--- src/logic/idp_consts.svh ---
// offsets, field values and reset values of the identify page block
`ifndef IDP_CONSTS_SVH
`define IDP_CONSTS_SVH
// ---------------------------------------------------------------
// command and page layout
// ---------------------------------------------------------------
`define IDP_CMD_IDENTIFY 8'hEC
`define IDP_PAGE_LAST 8'hFF
`define IDP_W_GENCFG 16'h044A
`define IDP_W_MULTMAX 16'h8001
`define IDP_W_CAPAB 16'h0B00
`define IDP_W_PIOTIM 16'h0200
`define IDP_W_VALID 16'h0007
`define IDP_W_MULT_VALID 8'h01
`define IDP_W_DMA_SUPP 8'h07
`define IDP_W_APIO 16'h0003
`define IDP_CYCLE_NS 16'h0078
`define IDP_W_MAJOR 16'h00FE
`define IDP_W_MINOR 16'h0021
`define IDP_W_FEAT82 16'h706B
`define IDP_W_FEAT83 16'h7408
`define IDP_W_FEAT84 16'h4000
`define IDP_W_UDMA 16'h007F
`define IDP_W_APM 16'h0000
`define IDP_W_ROTATE 16'h0001
`define IDP_SIGNATURE 8'hA5
`define IDP_SPACES 16'h2020
// ---------------------------------------------------------------
// register byte offsets
// ---------------------------------------------------------------
`define IDP_OFF_STATUS 8'h00
`define IDP_OFF_DEFCYL 8'h04
`define IDP_OFF_DEFHEAD 8'h08
`define IDP_OFF_DEFSPT 8'h0C
`define IDP_OFF_CURCYL 8'h10
`define IDP_OFF_CURHEAD 8'h14
`define IDP_OFF_CURSPT 8'h18
`define IDP_OFF_TOTSEC 8'h1C
`define IDP_OFF_MODE 8'h20
`define IDP_OFF_SER0 8'h24
`define IDP_OFF_SER1 8'h28
`define IDP_OFF_SER2 8'h2C
// ---------------------------------------------------------------
// reset values
// ---------------------------------------------------------------
`define IDP_RST_CYL 16'h0100
`define IDP_RST_HEAD 16'h0010
`define IDP_RST_SPT 16'h0020
`define IDP_RST_TOTSEC 32'h0008_0000
`define IDP_RST_SERIAL 80'h3030_3030_3030_3030_3030
`endif

--- src/logic/idp_pkg.sv ---
// types of the identify page block
`default_nettype none
package idp_pkg;
  typedef enum logic [1:0] {
    IDP_IDLE = 2'b00,
    IDP_LOAD = 2'b01,
    IDP_XFER = 2'b11
  } idp_state_e;
  typedef struct packed {
    logic cyc;
    logic stb;
    logic we;
    logic [7:0] adr;
    logic [3:0] sel;
    logic [31:0] dat;
  } idp_wb_req_s;
  typedef struct packed {
    logic ack;
    logic [31:0] dat;
  } idp_wb_rsp_s;
endpackage
`default_nettype wire

--- src/logic/idp_identify_page.sv ---
// identify parameter page generator with wishbone configuration slave
//
// The implementer's own choices: the Wishbone register port and the placing of the registers.
`timescale 1ns/1ps
`default_nettype none
`include "idp_consts.svh"
module idp_identify_page #(
  parameter logic [79:0] UNIQUE_ID = 80'h3132_3334_3536_3738_3930, // arbitrary value
  parameter logic [63:0] FW_REV = 64'h3130_3030_2020_2020 // arbitrary value
) (
  // clock and reset
  input wire logic clk,
  input wire logic reset,
  // wishbone slave
  input wire idp_pkg::idp_wb_req_s wbReq,
  output var idp_pkg::idp_wb_rsp_s wbRsp,
  // ata command and data register side
  input wire logic cmdWrite,
  input wire logic [7:0] cmdCode,
  input wire logic dataRead,
  output logic drq,
  output logic busy,
  output logic [15:0] dataOut
);
  import idp_pkg::*;

  // ---------------------------------------------------------------
  // configuration registers
  // ---------------------------------------------------------------
  logic [15:0] defCyl_reg, defHead_reg, defSpt_reg;
  logic [15:0] curCyl_reg, curHead_reg, curSpt_reg;
  logic [31:0] totSec_reg;
  logic [7:0] multCnt_reg;
  logic [1:0] dmaSel_reg;
  logic [79:0] userSer_reg;
  logic ack_reg;
  logic [31:0] rdat_reg;
  idp_state_e state_reg;
  logic [7:0] idx_reg;
  logic [7:0] sum_reg;
  logic [15:0] data_reg;
  logic wbWr;
  logic [31:0] capacity;

  function automatic logic [31:0] wbMerge(input logic [31:0] old, input logic [31:0] wd,
                                          input logic [3:0] sel);
    logic [31:0] r;
    r = old;
    for (int b = 0; b < 4; b++) begin
      if (sel[b]) begin
        r[8*b +: 8] = wd[8*b +: 8];
      end
    end
    return r;
  endfunction

  // byte merge for the 16-bit registers
  function automatic logic [15:0] wbMerge16(input logic [15:0] old, input logic [31:0] wd,
                                            input logic [3:0] sel);
    logic [15:0] r;
    r = old;
    if (sel[0]) begin
      r[7:0] = wd[7:0];
    end
    if (sel[1]) begin
      r[15:8] = wd[15:8];
    end
    return r;
  endfunction

  assign wbWr = wbReq.cyc && wbReq.stb && wbReq.we && !ack_reg;

  always_ff @(posedge clk) begin
    if (reset) begin
      defCyl_reg <= `IDP_RST_CYL;
      defHead_reg <= `IDP_RST_HEAD;
      defSpt_reg <= `IDP_RST_SPT;
      curCyl_reg <= `IDP_RST_CYL;
      curHead_reg <= `IDP_RST_HEAD;
      curSpt_reg <= `IDP_RST_SPT;
      totSec_reg <= `IDP_RST_TOTSEC;
      multCnt_reg <= 8'h00;
      dmaSel_reg <= 2'h0;
      userSer_reg <= `IDP_RST_SERIAL;
    end else if (wbWr) begin
      case (wbReq.adr)
        `IDP_OFF_DEFCYL: defCyl_reg <= wbMerge16(defCyl_reg, wbReq.dat, wbReq.sel);
        `IDP_OFF_DEFHEAD: defHead_reg <= wbMerge16(defHead_reg, wbReq.dat, wbReq.sel);
        `IDP_OFF_DEFSPT: defSpt_reg <= wbMerge16(defSpt_reg, wbReq.dat, wbReq.sel);
        `IDP_OFF_CURCYL: curCyl_reg <= wbMerge16(curCyl_reg, wbReq.dat, wbReq.sel);
        `IDP_OFF_CURHEAD: curHead_reg <= wbMerge16(curHead_reg, wbReq.dat, wbReq.sel);
        `IDP_OFF_CURSPT: curSpt_reg <= wbMerge16(curSpt_reg, wbReq.dat, wbReq.sel);
        `IDP_OFF_TOTSEC: totSec_reg <= wbMerge(totSec_reg, wbReq.dat, wbReq.sel);
        `IDP_OFF_MODE: begin
          if (wbReq.sel[0]) begin
            multCnt_reg <= wbReq.dat[7:0];
          end
          if (wbReq.sel[1]) begin
            dmaSel_reg <= wbReq.dat[9:8];
          end
        end
        `IDP_OFF_SER0: userSer_reg[79:48] <= wbMerge(userSer_reg[79:48], wbReq.dat, wbReq.sel);
        `IDP_OFF_SER1: userSer_reg[47:16] <= wbMerge(userSer_reg[47:16], wbReq.dat, wbReq.sel);
        `IDP_OFF_SER2: userSer_reg[15:0] <= wbMerge16(userSer_reg[15:0], wbReq.dat, wbReq.sel);
        default: ;
      endcase
    end
  end

  // ---------------------------------------------------------------
  // wishbone answer: ack one cycle after the strobe, unmapped reads zero
  // ---------------------------------------------------------------
  always_ff @(posedge clk) begin
    if (reset) begin
      ack_reg <= 1'b0;
      rdat_reg <= 32'h0000_0000;
    end else begin
      ack_reg <= wbReq.cyc && wbReq.stb && !ack_reg;
      case (wbReq.adr)
        `IDP_OFF_STATUS: rdat_reg <= {14'h0000, busy, drq, 8'h00, idx_reg};
        `IDP_OFF_DEFCYL: rdat_reg <= {16'h0000, defCyl_reg};
        `IDP_OFF_DEFHEAD: rdat_reg <= {16'h0000, defHead_reg};
        `IDP_OFF_DEFSPT: rdat_reg <= {16'h0000, defSpt_reg};
        `IDP_OFF_CURCYL: rdat_reg <= {16'h0000, curCyl_reg};
        `IDP_OFF_CURHEAD: rdat_reg <= {16'h0000, curHead_reg};
        `IDP_OFF_CURSPT: rdat_reg <= {16'h0000, curSpt_reg};
        `IDP_OFF_TOTSEC: rdat_reg <= totSec_reg;
        `IDP_OFF_MODE: rdat_reg <= {22'h00_0000, dmaSel_reg, multCnt_reg};
        `IDP_OFF_SER0: rdat_reg <= userSer_reg[79:48];
        `IDP_OFF_SER1: rdat_reg <= userSer_reg[47:16];
        `IDP_OFF_SER2: rdat_reg <= {16'h0000, userSer_reg[15:0]};
        default: rdat_reg <= 32'h0000_0000;
      endcase
    end
  end
  assign wbRsp = '{ack: ack_reg, dat: rdat_reg};

  // ---------------------------------------------------------------
  // page word contents
  // ---------------------------------------------------------------
  assign capacity = 32'(curCyl_reg * curHead_reg * curSpt_reg);

  function automatic logic [15:0] pageWord(input logic [7:0] w, input logic [7:0] sum);
    int k;
    logic [15:0] r;
    k = 0;
    r = 16'h0000;
    case (w) inside
      8'd0: r = `IDP_W_GENCFG;
      8'd1: r = defCyl_reg;
      8'd3: r = defHead_reg;
      8'd6: r = defSpt_reg;
      8'd7: r = totSec_reg[31:16];
      8'd8: r = totSec_reg[15:0];
      [8'd10:8'd14]: begin
        k = 79 - 16 * (int'(w) - 10);
        r = userSer_reg[k -: 16];
      end
      [8'd15:8'd19]: begin
        k = 79 - 16 * (int'(w) - 15);
        r = UNIQUE_ID[k -: 16];
      end
      [8'd23:8'd26]: begin
        k = 63 - 16 * (int'(w) - 23);
        r = FW_REV[k -: 16];
      end
      [8'd27:8'd46]: r = `IDP_SPACES;
      8'd47: r = `IDP_W_MULTMAX;
      8'd49: r = `IDP_W_CAPAB;
      8'd51: r = `IDP_W_PIOTIM;
      8'd53: r = `IDP_W_VALID;
      8'd54: r = curCyl_reg;
      8'd55: r = curHead_reg;
      8'd56: r = curSpt_reg;
      8'd57: r = capacity[15:0];
      8'd58: r = capacity[31:16];
      8'd59: r = {`IDP_W_MULT_VALID, multCnt_reg};
      8'd60: r = totSec_reg[15:0];
      8'd61: r = totSec_reg[31:16];
      8'd63: begin
        r = {8'h00, `IDP_W_DMA_SUPP};
        if (dmaSel_reg != 2'h0) begin
          r[7 + int'(dmaSel_reg)] = 1'b1;
        end
      end
      8'd64: r = `IDP_W_APIO;
      [8'd65:8'd68]: r = `IDP_CYCLE_NS;
      8'd80: r = `IDP_W_MAJOR;
      8'd81: r = `IDP_W_MINOR;
      8'd82: r = `IDP_W_FEAT82;
      8'd83: r = `IDP_W_FEAT83;
      8'd84: r = `IDP_W_FEAT84;
      8'd88: r = `IDP_W_UDMA;
      8'd91: r = `IDP_W_APM;
      8'd100: r = totSec_reg[15:0];
      8'd101: r = totSec_reg[31:16];
      8'd217: r = `IDP_W_ROTATE;
      8'd255: r = {8'(8'h00 - sum - `IDP_SIGNATURE), `IDP_SIGNATURE};
      default: r = 16'h0000;
    endcase
    return r;
  endfunction

  // ---------------------------------------------------------------
  // transfer sequencer: same handshake as a one-sector pio read
  // ---------------------------------------------------------------
  logic [15:0] nextWord;
  logic [7:0] nextIdx;
  assign nextIdx = (state_reg == IDP_LOAD) ? 8'h00 : 8'(idx_reg + 8'h01);
  // always_comb also wakes on the registers read inside the function
  always_comb begin
    nextWord = pageWord(nextIdx, sum_reg);
  end

  always_ff @(posedge clk) begin
    if (reset) begin
      state_reg <= IDP_IDLE;
      idx_reg <= 8'h00;
    end else begin
      case (state_reg)
        IDP_IDLE: begin
          if (cmdWrite && cmdCode == `IDP_CMD_IDENTIFY) begin
            state_reg <= IDP_LOAD;
          end
        end
        IDP_LOAD: begin
          state_reg <= IDP_XFER;
          idx_reg <= 8'h00;
        end
        IDP_XFER: begin
          if (dataRead) begin
            if (idx_reg == `IDP_PAGE_LAST) begin
              state_reg <= IDP_IDLE;
              idx_reg <= 8'h00;
            end else begin
              idx_reg <= nextIdx;
            end
          end
        end
        default: state_reg <= IDP_IDLE;
      endcase
    end
  end

  // ---------------------------------------------------------------
  // data register and running byte sum
  // ---------------------------------------------------------------
  always_ff @(posedge clk) begin
    if (reset) begin
      data_reg <= 16'h0000;
      sum_reg <= 8'h00;
    end else if (state_reg == IDP_LOAD) begin
      data_reg <= nextWord;
      sum_reg <= 8'(nextWord[15:8] + nextWord[7:0]);
    end else if (state_reg == IDP_XFER && dataRead && idx_reg != `IDP_PAGE_LAST) begin
      data_reg <= nextWord;
      sum_reg <= 8'(sum_reg + nextWord[15:8] + nextWord[7:0]);
    end
  end

  assign drq = (state_reg == IDP_XFER);
  assign busy = (state_reg == IDP_LOAD);
  assign dataOut = data_reg;

  // ---------------------------------------------------------------
  // assertions
  // ---------------------------------------------------------------
  logic [7:0] chk_reg;
  always_ff @(posedge clk) begin
    if (reset || state_reg != IDP_XFER) begin
      chk_reg <= 8'h00;
    end else if (dataRead) begin
      chk_reg <= 8'(chk_reg + dataOut[15:8] + dataOut[7:0]);
    end
  end

  identify_start_a: assert property (@(posedge clk) disable iff (reset)
    (state_reg == IDP_IDLE && cmdWrite && cmdCode == `IDP_CMD_IDENTIFY) |-> ##1 busy ##1 drq)
    else $error("identify did not start");
  page_length_a: assert property (@(posedge clk) disable iff (reset)
    (drq && dataRead && idx_reg == `IDP_PAGE_LAST) |=> !drq)
    else $error("page did not end after word 255");
  gen_config_a: assert property (@(posedge clk) disable iff (reset)
    $rose(drq) |-> dataOut == `IDP_W_GENCFG && idx_reg == 8'h00)
    else $error("word 0 wrong");
  reserved_zero_a: assert property (@(posedge clk) disable iff (reset)
    (drq && (idx_reg == 8'd2 || idx_reg == 8'd48 || idx_reg == 8'd50
      || idx_reg == 8'd52 || idx_reg == 8'd62)) |-> dataOut == 16'h0000)
    else $error("reserved word not zero");
  fixed_words_a: assert property (@(posedge clk) disable iff (reset)
    (drq && idx_reg == 8'd47 && $changed(idx_reg)) |-> dataOut == `IDP_W_MULTMAX
      && $past(dataOut) != dataOut)
    else $error("word 47 wrong");
  capab_timing_a: assert property (@(posedge clk) disable iff (reset)
    (drq && dataRead && idx_reg == 8'd48) |=> dataOut == `IDP_W_CAPAB && idx_reg == 8'd49)
    else $error("word 49 wrong");
  valid_word_a: assert property (@(posedge clk) disable iff (reset)
    (drq && idx_reg == 8'd53) |-> dataOut == `IDP_W_VALID)
    else $error("word 53 wrong");
  udma_word_a: assert property (@(posedge clk) disable iff (reset)
    (drq && idx_reg == 8'd88) |-> dataOut == `IDP_W_UDMA)
    else $error("word 88 wrong");
  version_words_a: assert property (@(posedge clk) disable iff (reset)
    (drq && idx_reg == 8'd80) |-> dataOut == `IDP_W_MAJOR)
    else $error("word 80 wrong");
  dma_select_a: assert property (@(posedge clk) disable iff (reset)
    (drq && idx_reg == 8'd63) |-> $onehot0(dataOut[10:8]) && dataOut[7:0] == `IDP_W_DMA_SUPP
      && dataOut[15:11] == 5'h00)
    else $error("word 63 wrong");
  mult_setting_a: assert property (@(posedge clk) disable iff (reset)
    (drq && idx_reg == 8'd59) |-> dataOut == {`IDP_W_MULT_VALID, multCnt_reg})
    else $error("word 59 wrong");
  apio_cycle_a: assert property (@(posedge clk) disable iff (reset)
    (drq && idx_reg >= 8'd65 && idx_reg <= 8'd68) |-> dataOut == `IDP_CYCLE_NS)
    else $error("cycle time word wrong");
  apio_word_a: assert property (@(posedge clk) disable iff (reset)
    (drq && idx_reg == 8'd64) |-> dataOut == `IDP_W_APIO)
    else $error("word 64 wrong");
  apm_zero_a: assert property (@(posedge clk) disable iff (reset)
    (drq && idx_reg == 8'd91) |-> dataOut == 16'h0000)
    else $error("word 91 not zero");
  checksum_sum_a: assert property (@(posedge clk) disable iff (reset)
    (drq && idx_reg == `IDP_PAGE_LAST) |-> dataOut[7:0] == `IDP_SIGNATURE
      && 8'(chk_reg + dataOut[15:8] + dataOut[7:0]) == 8'h00)
    else $error("integrity word wrong");

  identify_cmd_c: cover property (@(posedge clk) disable iff (reset)
    state_reg == IDP_IDLE && cmdWrite && cmdCode == `IDP_CMD_IDENTIFY);
  page_done_c: cover property (@(posedge clk) disable iff (reset)
    drq && dataRead && idx_reg == `IDP_PAGE_LAST);
  dma_chosen_c: cover property (@(posedge clk) disable iff (reset)
    drq && idx_reg == 8'd63 && dataOut[10]);
  slow_host_c: cover property (@(posedge clk) disable iff (reset)
    drq && !dataRead && idx_reg == 8'd100);
endmodule // idp_identify_page
`default_nettype wire

--- config.mk ---
export PLATFORM = sky130hd
export DESIGN_NAME = idp_identify_page
export DESIGN_NICKNAME = d
export VERILOG_FILES = /design/src/logic/idp_pkg.sv /design/src/logic/idp_identify_page.sv
export VERILOG_INCLUDE_DIRS = /design/src /design/src/logic
export SDC_FILE = /design/constraint.sdc
export NUM_CORES = 2
export LEC_CHECK = 0
export ABC_AREA = 1
export BUFFER_PORTS_ARGS = -buffer_cell sky130_fd_sc_hd__clkbuf_2
export CAP_MARGIN = 25
export CORE_UTILIZATION = 55
export DETAILED_ROUTE_END_ITERATION = 8
export GPL_TIMING_DRIVEN = 0
export HOLD_SLACK_MARGIN = 0.12
export PLACE_DENSITY = 0.72
export SYNTH_ARGS = -nofsm -noshare
export SYNTH_HDL_FRONTEND = slang
export SYNTH_SLANG_ARGS = --single-unit
--- constraint.sdc ---
create_clock -name clk -period 14.6 [get_ports clk]
set_input_delay 0 -clock clk [delete_from_list [all_inputs] [get_ports clk]]
set_output_delay 0 -clock clk [all_outputs]
set_load 0.1 [all_outputs]
# After elaboration in Yosys (flattened, before gate mapping)

Index checks and enable logic that the tools add are counted.

Mux-type cells: 52
Reductions and logical operators: 50
Bitwise gates (word level): 0
Magnitude comparators: 12
Div/mod/pow operators: 0
Add/subtract/negate cells: 13
Shift-type cells: 3
Equality and inequality tests: 49
Multipliers: 2

Operators with widths:

| kind                                                          | number |
|---|---|
| 2-to-1 mux 16 bit                                             | 39 |
| one-hot mux 32 bit (12 select lines)                          | 1 |
| == test 8 x 6 -> 1 bit (second input constant)                | 17 |
| variable part select 95 x 14 -> 16 bit                        | 1 |
| variable part select 95 x 14 -> 16 bit (first input constant) | 1 |
| AND reduction 3 bit                                           | 29 |
| == test 8 x 7 -> 1 bit (second input constant)                | 10 |
| variable part select 79 x 14 -> 16 bit (first input constant) | 1 |
| 2-to-1 mux 8 bit                                              | 5 |
| == test 8 x 5 -> 1 bit (second input constant)                | 4 |
| == test 8 bit (second input constant)                         | 4 |
| multiplier 16 x 16 -> 32 bit                                  | 1 |
| multiplier 32 x 16 -> 32 bit                                  | 1 |
| subtractor 8 x 13 -> 14 bit (first input constant)            | 2 |
| adder 8 bit                                                   | 3 |
| == test 8 x 3 -> 1 bit (second input constant)                | 3 |
| == test 8 x 4 -> 1 bit (second input constant)                | 3 |
| subtractor 8 x 4 -> 9 bit (second input constant)             | 2 |
| >= comparator 8 x 4 -> 1 bit (second input constant)          | 2 |
| >= comparator 8 x 5 -> 1 bit (second input constant)          | 2 |
| <= comparator 8 x 5 -> 1 bit (second input constant)          | 2 |
| logical NOT 8 bit                                             | 2 |
| one-hot mux 8 bit (2 select lines)                            | 1 |
| subtractor 7 x 13 -> 14 bit (first input constant)            | 1 |
| other kinds (27)                                              | 44 |

Output and inout port bits: 51
Register bits after elaboration: 285
Latch bits: 0
Memory bits (read-only): 0
Bits in writable memories: 0
Memories: 0
Logic and storage cells: 215

# Longest topological paths before layout

Depth after elaboration: 43
Depth in mapped cells: 87
Depth with buffers taken out: 84

# Worst setup path after synthesis

Ideal clock, no wire load.

Path type: flip-flop to flip-flop
From: register curCyl_reg[10]
To: register sum_reg[7]
Required time: 14.489 ns
Stages on the path, launching flop included: 76
Period minus slack after synthesis: 13.447 ns
Library setup time: 0.111 ns
Slack: 1.153 ns
Arrival time: 13.336 ns
Path through: dfxtp_1 > clkbuf_1 > clkbuf_1 > nand2_1 > fa_1 > fa_1 > fa_1 > fa_1 > fa_1 > fa_1 > inv_1 > ha_1 > nand2_1 > nor2_1 > nand3_1 > nand3_1 > or2_2 > nand2_1 > (+40 left out) > ha_1 > fa_1 > a21oi_1 > nor2_1 > nor2_1 > nor2_1 > nor2_1 > inv_1 > a21oi_1 > nor2_1 > o22ai_1 > nand3_1 > nand2_1 > nor2_1 > nor2_1 > nand2_1 > inv_1 > nor2_1

Cells in the longest elaborated chain, start to end: 25
Elaborated cells between the ends (all ways): 26
Those cells by class: add/sub (3); mul (2); mux (21)

Ends and longest elaborated chain:

| element                             | RTL line                 | text |
|---|---|---|
| from (decl)                         | idp_identify_page.sv:31  | `logic [15:0] curCyl_reg, curHead_reg, curSpt_reg;` |
| from (signal assigned)              | idp_identify_page.sv:78  | `` curCyl_reg <= `IDP_RST_CYL; `` |
| from (signal assigned)              | idp_identify_page.sv:90  | `` `IDP_OFF_CURCYL: curCyl_reg <= wbMerge16(curCyl_reg, wbReq.dat, wbReq.sel); `` |
| multiplier 16 x 16 -> 32 bit        | idp_identify_page.sv:141 | `assign capacity = 32'(curCyl_reg * curHead_reg * curSpt_reg);` |
| multiplier 32 x 16 -> 32 bit        | idp_identify_page.sv:141 |  |
| 2-to-1 mux 16 bit (4 in a row)      | idp_identify_page.sv:148 | `case (w) inside` |
| 2-to-1 mux 16 bit (*) (15 in a row) | idp_identify_page.sv:148 |  |
| adder 8 bit (2 in a row)            | idp_identify_page.sv:257 | `sum_reg <= 8'(sum_reg + nextWord[15:8] + nextWord[7:0]);` |
| 2-to-1 mux 8 bit                    | idp_identify_page.sv:255 | `` end else if (state_reg == IDP_XFER && dataRead && idx_reg != `IDP_PAGE_LAST) begin `` |
| 2-to-1 mux 8 bit (*)                | idp_identify_page.sv:252 | `end else if (state_reg == IDP_LOAD) begin` |
| to (signal assigned)                | idp_identify_page.sv:254 | `sum_reg <= 8'(nextWord[15:8] + nextWord[7:0]);` |
| to (signal assigned)                | idp_identify_page.sv:257 |  |
| to (decl)                           | idp_identify_page.sv:40  | `logic [7:0] sum_reg;` |

Every way passes the cells marked *; elsewhere a longest branch is shown, timed or not. The select of a mux whose other input is x is not followed.
A chain may end at the register's enable or synchronous reset.

# Final worst setup path

From: register curCyl_reg[13]
To: register sum_reg[7]

The elaborated chain is that of the path after synthesis.

==> impl.org <==
** Outcome
- The flow ran to the end, and the final reports show no timing, DRC or antenna violations.

** STA
- Hold Violations, Final :: 0
- Max Clock Skew :: 36.9 ps
- Slew @ Worst Pin :: between 1000 and 1500 ps
- Max-slew violation count :: 0
- Achievable frequency :: 71.3 MHz
- Final setup fails :: 0
- The worst path needs 14,020 ps of the cycle, external delays included.
- The worst pin sits at a relative slew slack of 0.224.
- Of the available clock period, the critical path in the final layout requires 0.960.

** Finish
- Area used by sequential logic in the layout :: 5810 µm²
- Signed area change from the synthesized netlist to the final layout :: 12.1%
- Fraction of final layout cells with drive strength greater than 1 :: 0.0790
- Measured on the finished design, the core utilization comes to 0.624.
- Net count of the finished layout :: 6,449
- For this run, the number of standard cells in the final layout without fillers is 6,587.
- Fill count :: 6,371
- Total area of multi-input combinational cells :: about 27,000 µm²
- Final cell area excluding filler cells :: 42,000 µm²
- Max reg flops :: 80

** Detailed routing
- 1st-iter DRT viols :: 3,934
- Drt wl/cell :: 23.5 µm
- In the routed design, unresolved DRC markers number 0.
- Via count :: roughly 38,000
- Antenna Nets Post-Route :: 0
- Mean number of vias per cell :: approximately 5.7
- The first detailed-routing pass took 6 iterations.
- The routed design has 155,000 µm of wire.

** Synthesis
- Instance count of the mapped netlist :: 5,464
- Of the total synthesized cell area, the portion taken by full adders, half adders and majority gates is 0.336.
- The synthesized netlist occupies a cell area of ~37,000 µm².
- Compound-cell area share of the yosys netlist :: 0.128
- Xor-xnor portion of the synthesized cell area :: 0.0103
- The number of nets handed over by synthesis was 6,224.
- YS warnings :: 0
- After synthesis, the largest family of logic cells by area is adder cells.
- Yosys mapped a number of flops with a built-in enable equal to 0.
- The most used flip-flop cell after synthesis is dfxtp_1.
- Avg Cell Area, Syn :: approximately 6.9 µm²
- Synthesis inferred between 200 and 300 register bits.
- Post-synthesis async set-or-reset flop share :: 0
- Portion of the post-synthesis area used by sequential elements :: 0.152
- Share of synthesized cell area in and, or, nand and nor gates :: 0.221
- After synthesis, the share of cell area in mux cells is 0.
- Netlist cell types :: 56

** Worst setup path
- The worst setup path is captured at a flop.
- Data arrival time of the critical path :: approximately 15,000 ps
- Among the stages of the critical path, the cell type that occurs most often is nand2_1.
- Critical-path top delay cell :: fa_1
- Category of the most critical setup path :: reg2reg
- In this run the worst path has a maximum fanout of 10.
- Crit-path max cell delay :: 590 ps
- STA classifies the critical path startpoint as a flop.
- Data on the critical path is required at its endpoint by 15,080 ps.

** Place
- At the end of routability-driven placement, the weighted congestion stood at 1.04.
- Estimated wirelength of the detail-placed design :: ~120,000 µm
- The number of placed instances, taps included, is 6,446.
- The count of buffers added on input and output ports is 102.
- The placed instances occupy a cell area of 39,200 µm².

** Power and ir drop
- Largest voltage drop on the vdd net :: 119 µV
- Leakage power total :: 0.0201 µW
- Power density of the placed cells :: between 30 and 40 nW/µm²

** Clock network
- CTS clock-pin slew for the worst setup and hold paths :: 70 ps
- Sinks on the clock net :: approximately 290
- Maximum level of the CTS H-tree :: 1
- The cell sitting at the root of the clock tree is a clkbuf_16.
- Counting the buffers created by CTS gives 29.
- CTS tree :: done
- At the later pin of the worst-skew pair, clock insertion delay measures 610 ps.
- Maximum clock path buffer count :: 3

** Floorplan
- Die Outline Area :: a little under 70,000 µm²
- Count of standard-cell rows :: 95
- Die height :: 263 µm
- For this configuration, the core starts out at a cell density of 0.557.
- The core region is approximately 67,000 µm².
- During I/O placement, the number of pins put on the boundary was 110.
- The floorplan step set the die width to 263 µm.

** Global route
- Total congestion overflow after global routing :: 0
- The via count of the first global-routing pass was about 37,000.
- Global Route Usage Sum :: 0.444
- The first global-routing pass estimated 228,000 µm of wire.
- Maximum number of pins on one net before global-route repair :: 20
- The number of antenna violations at the first check in global routing came to 4.

** Run
- The tool flagged a number of max-cap violations equal to 0.

** Hold path
- Min-delay worst type :: in2reg
[cell usage after synthesis (all sizes together) (13+ instances only)]
library cell,count,share of area
a31oi,13,0.0022
ha,194,0.065
xnor2,18,0.0042
o211ai,37,0.0074
o22ai,39,0.0065
inv,1257,0.13
nand3,184,0.025
a21oi,282,0.038
or2,14,0.0023
buf,39,0.0050
nand2,1309,0.13
dfxtp,285,0.15
o221ai,16,0.0037
clkbuf,208,0.021
o21ai,386,0.052
nor3,22,0.0037
xor2,21,0.0049
nor2,487,0.050
nand4,29,0.0050
clkinv,13,0.0013
a221oi,39,0.0091
fa,507,0.27
[worst max-delay path: cells and delay by family (launching register included)]
kind	cells	cell delay, ps
AOI/OAI and AO/OA	6	930
xor gates and xnor gates	1	240
adders and majority gates	16	7910
buffers and inverters	10	960
DFF	1	420
and+or+nand+nor	37	3430
[report_power, final]
part	total, µW	switching [µW]	internal, µW
sequential	773	0.499	773
clock	813	360	452
combinational	84.0	61.9	22.1
[repair_timing]
action,in CTS,in global routing
gates resized for setup,134,174
pin swaps,3,41
endpoints found under the hold margin,107,0
buffers inserted,14,57
gates cloned,0,1
hold buffers,53,0
setup endpoints to repair,8,4
[cell families (layout without fill, tap and decap cells)]
group                    after synthesis  in the layout
other                                  0              3
adder cells (fa/ha/maj)              701            701
XOR/XNOR                              41             41
AND/OR/NAND/NOR                     2062           2062
buffers and inverters               1517           1764
flip-flops                           285            285
AO/OA/AOI/OAI                        858            858
[cell usage in the layout, fill, tap and decap left out, types with 13 or more instances in the layout]
cell type,n
dfxtp_4,25
dlygate4sd3_1,53
o211ai_1,37
nand2_2,22
o21ai_1,18
nand4_1,28
fa_1,504
o22ai_1,38
dfxtp_1,254
a31oi_1,13
o21ai_0,365
or2_2,14
xor2_1,18
nor2_1,460
clkbuf_2,103
nand3_1,175
inv_2,18
o221ai_1,16
xnor2_1,17
clkbuf_1,156
a21oi_1,275
buf_4,76
clkinv_1,13
nor2_2,20
inv_1,1231
clkbuf_16,30
nand2_1,1276
ha_1,180
buf_6,13
nor3_1,18
buf_1,14
a221oi_1,39
[stage by stage]
stage / hold slack (ps) / total power, µW / setup TNS (ps) / worst slack, ps
5_1_grt: 186 / 1690 / -84.5 / -84.5
3_3_place_gp: 248 / 864 / -7730 / -2180
6_report: 159 / 1670 / 0 / 577
3_5_place_dp: 248 / 864 / -8210 / -2280
2_1_floorplan: 126 / 825 / 0 / 1150
4_1_cts: 145 / 1660 / 0 / 18.5
[area by class of cell]
| cell class | instances | area share |
|---|---|---|
| multi-input cells | 3662 | 0.631 |
| flip-flops and latches | 285 | 0.138 |
| inverters | 1270 | 0.114 |
| repair buffers | 236 | 0.0415 |
| well taps | 873 | 0.0260 |
| plain buffers | 205 | 0.0243 |
| clock buffers | 35 | 0.0183 |
| clock inverters | 18 | 0.00560 |
| diodes | 3 | 0.000179 |
[routing by layer]
metal	up-vias	wire length [µm]	track usage
li1	17000	-	-
met1	17900	56000	0.522
met2	2100	70100	0.720
met3	613	13700	0.0772
met4	2	15000	0.354
met5	-	9	0
[path summary, 6_finish.rpt]
kind / startpoint / slack (ps) / depth (start not counted) / endpoint
worst max-delay path: curCyl_reg[13]$_SDFFE_PP0P_ / 580 / 70 / sum_reg[7]$_SDFFE_PP0P_
worst min-delay path: wbReq[39] / 160 / 5 / rdat_reg[1]$_SDFF_PP0_
worst max register to register: curCyl_reg[13]$_SDFFE_PP0P_ / 580 / 70 / sum_reg[7]$_SDFFE_PP0P_
worst min register to register: dataOut[15]$_SDFFE_PP0P_ / 470 / 2 / dataOut[15]$_SDFFE_PP0P_
Note: power is estimated with default switching activity, not from simulation.
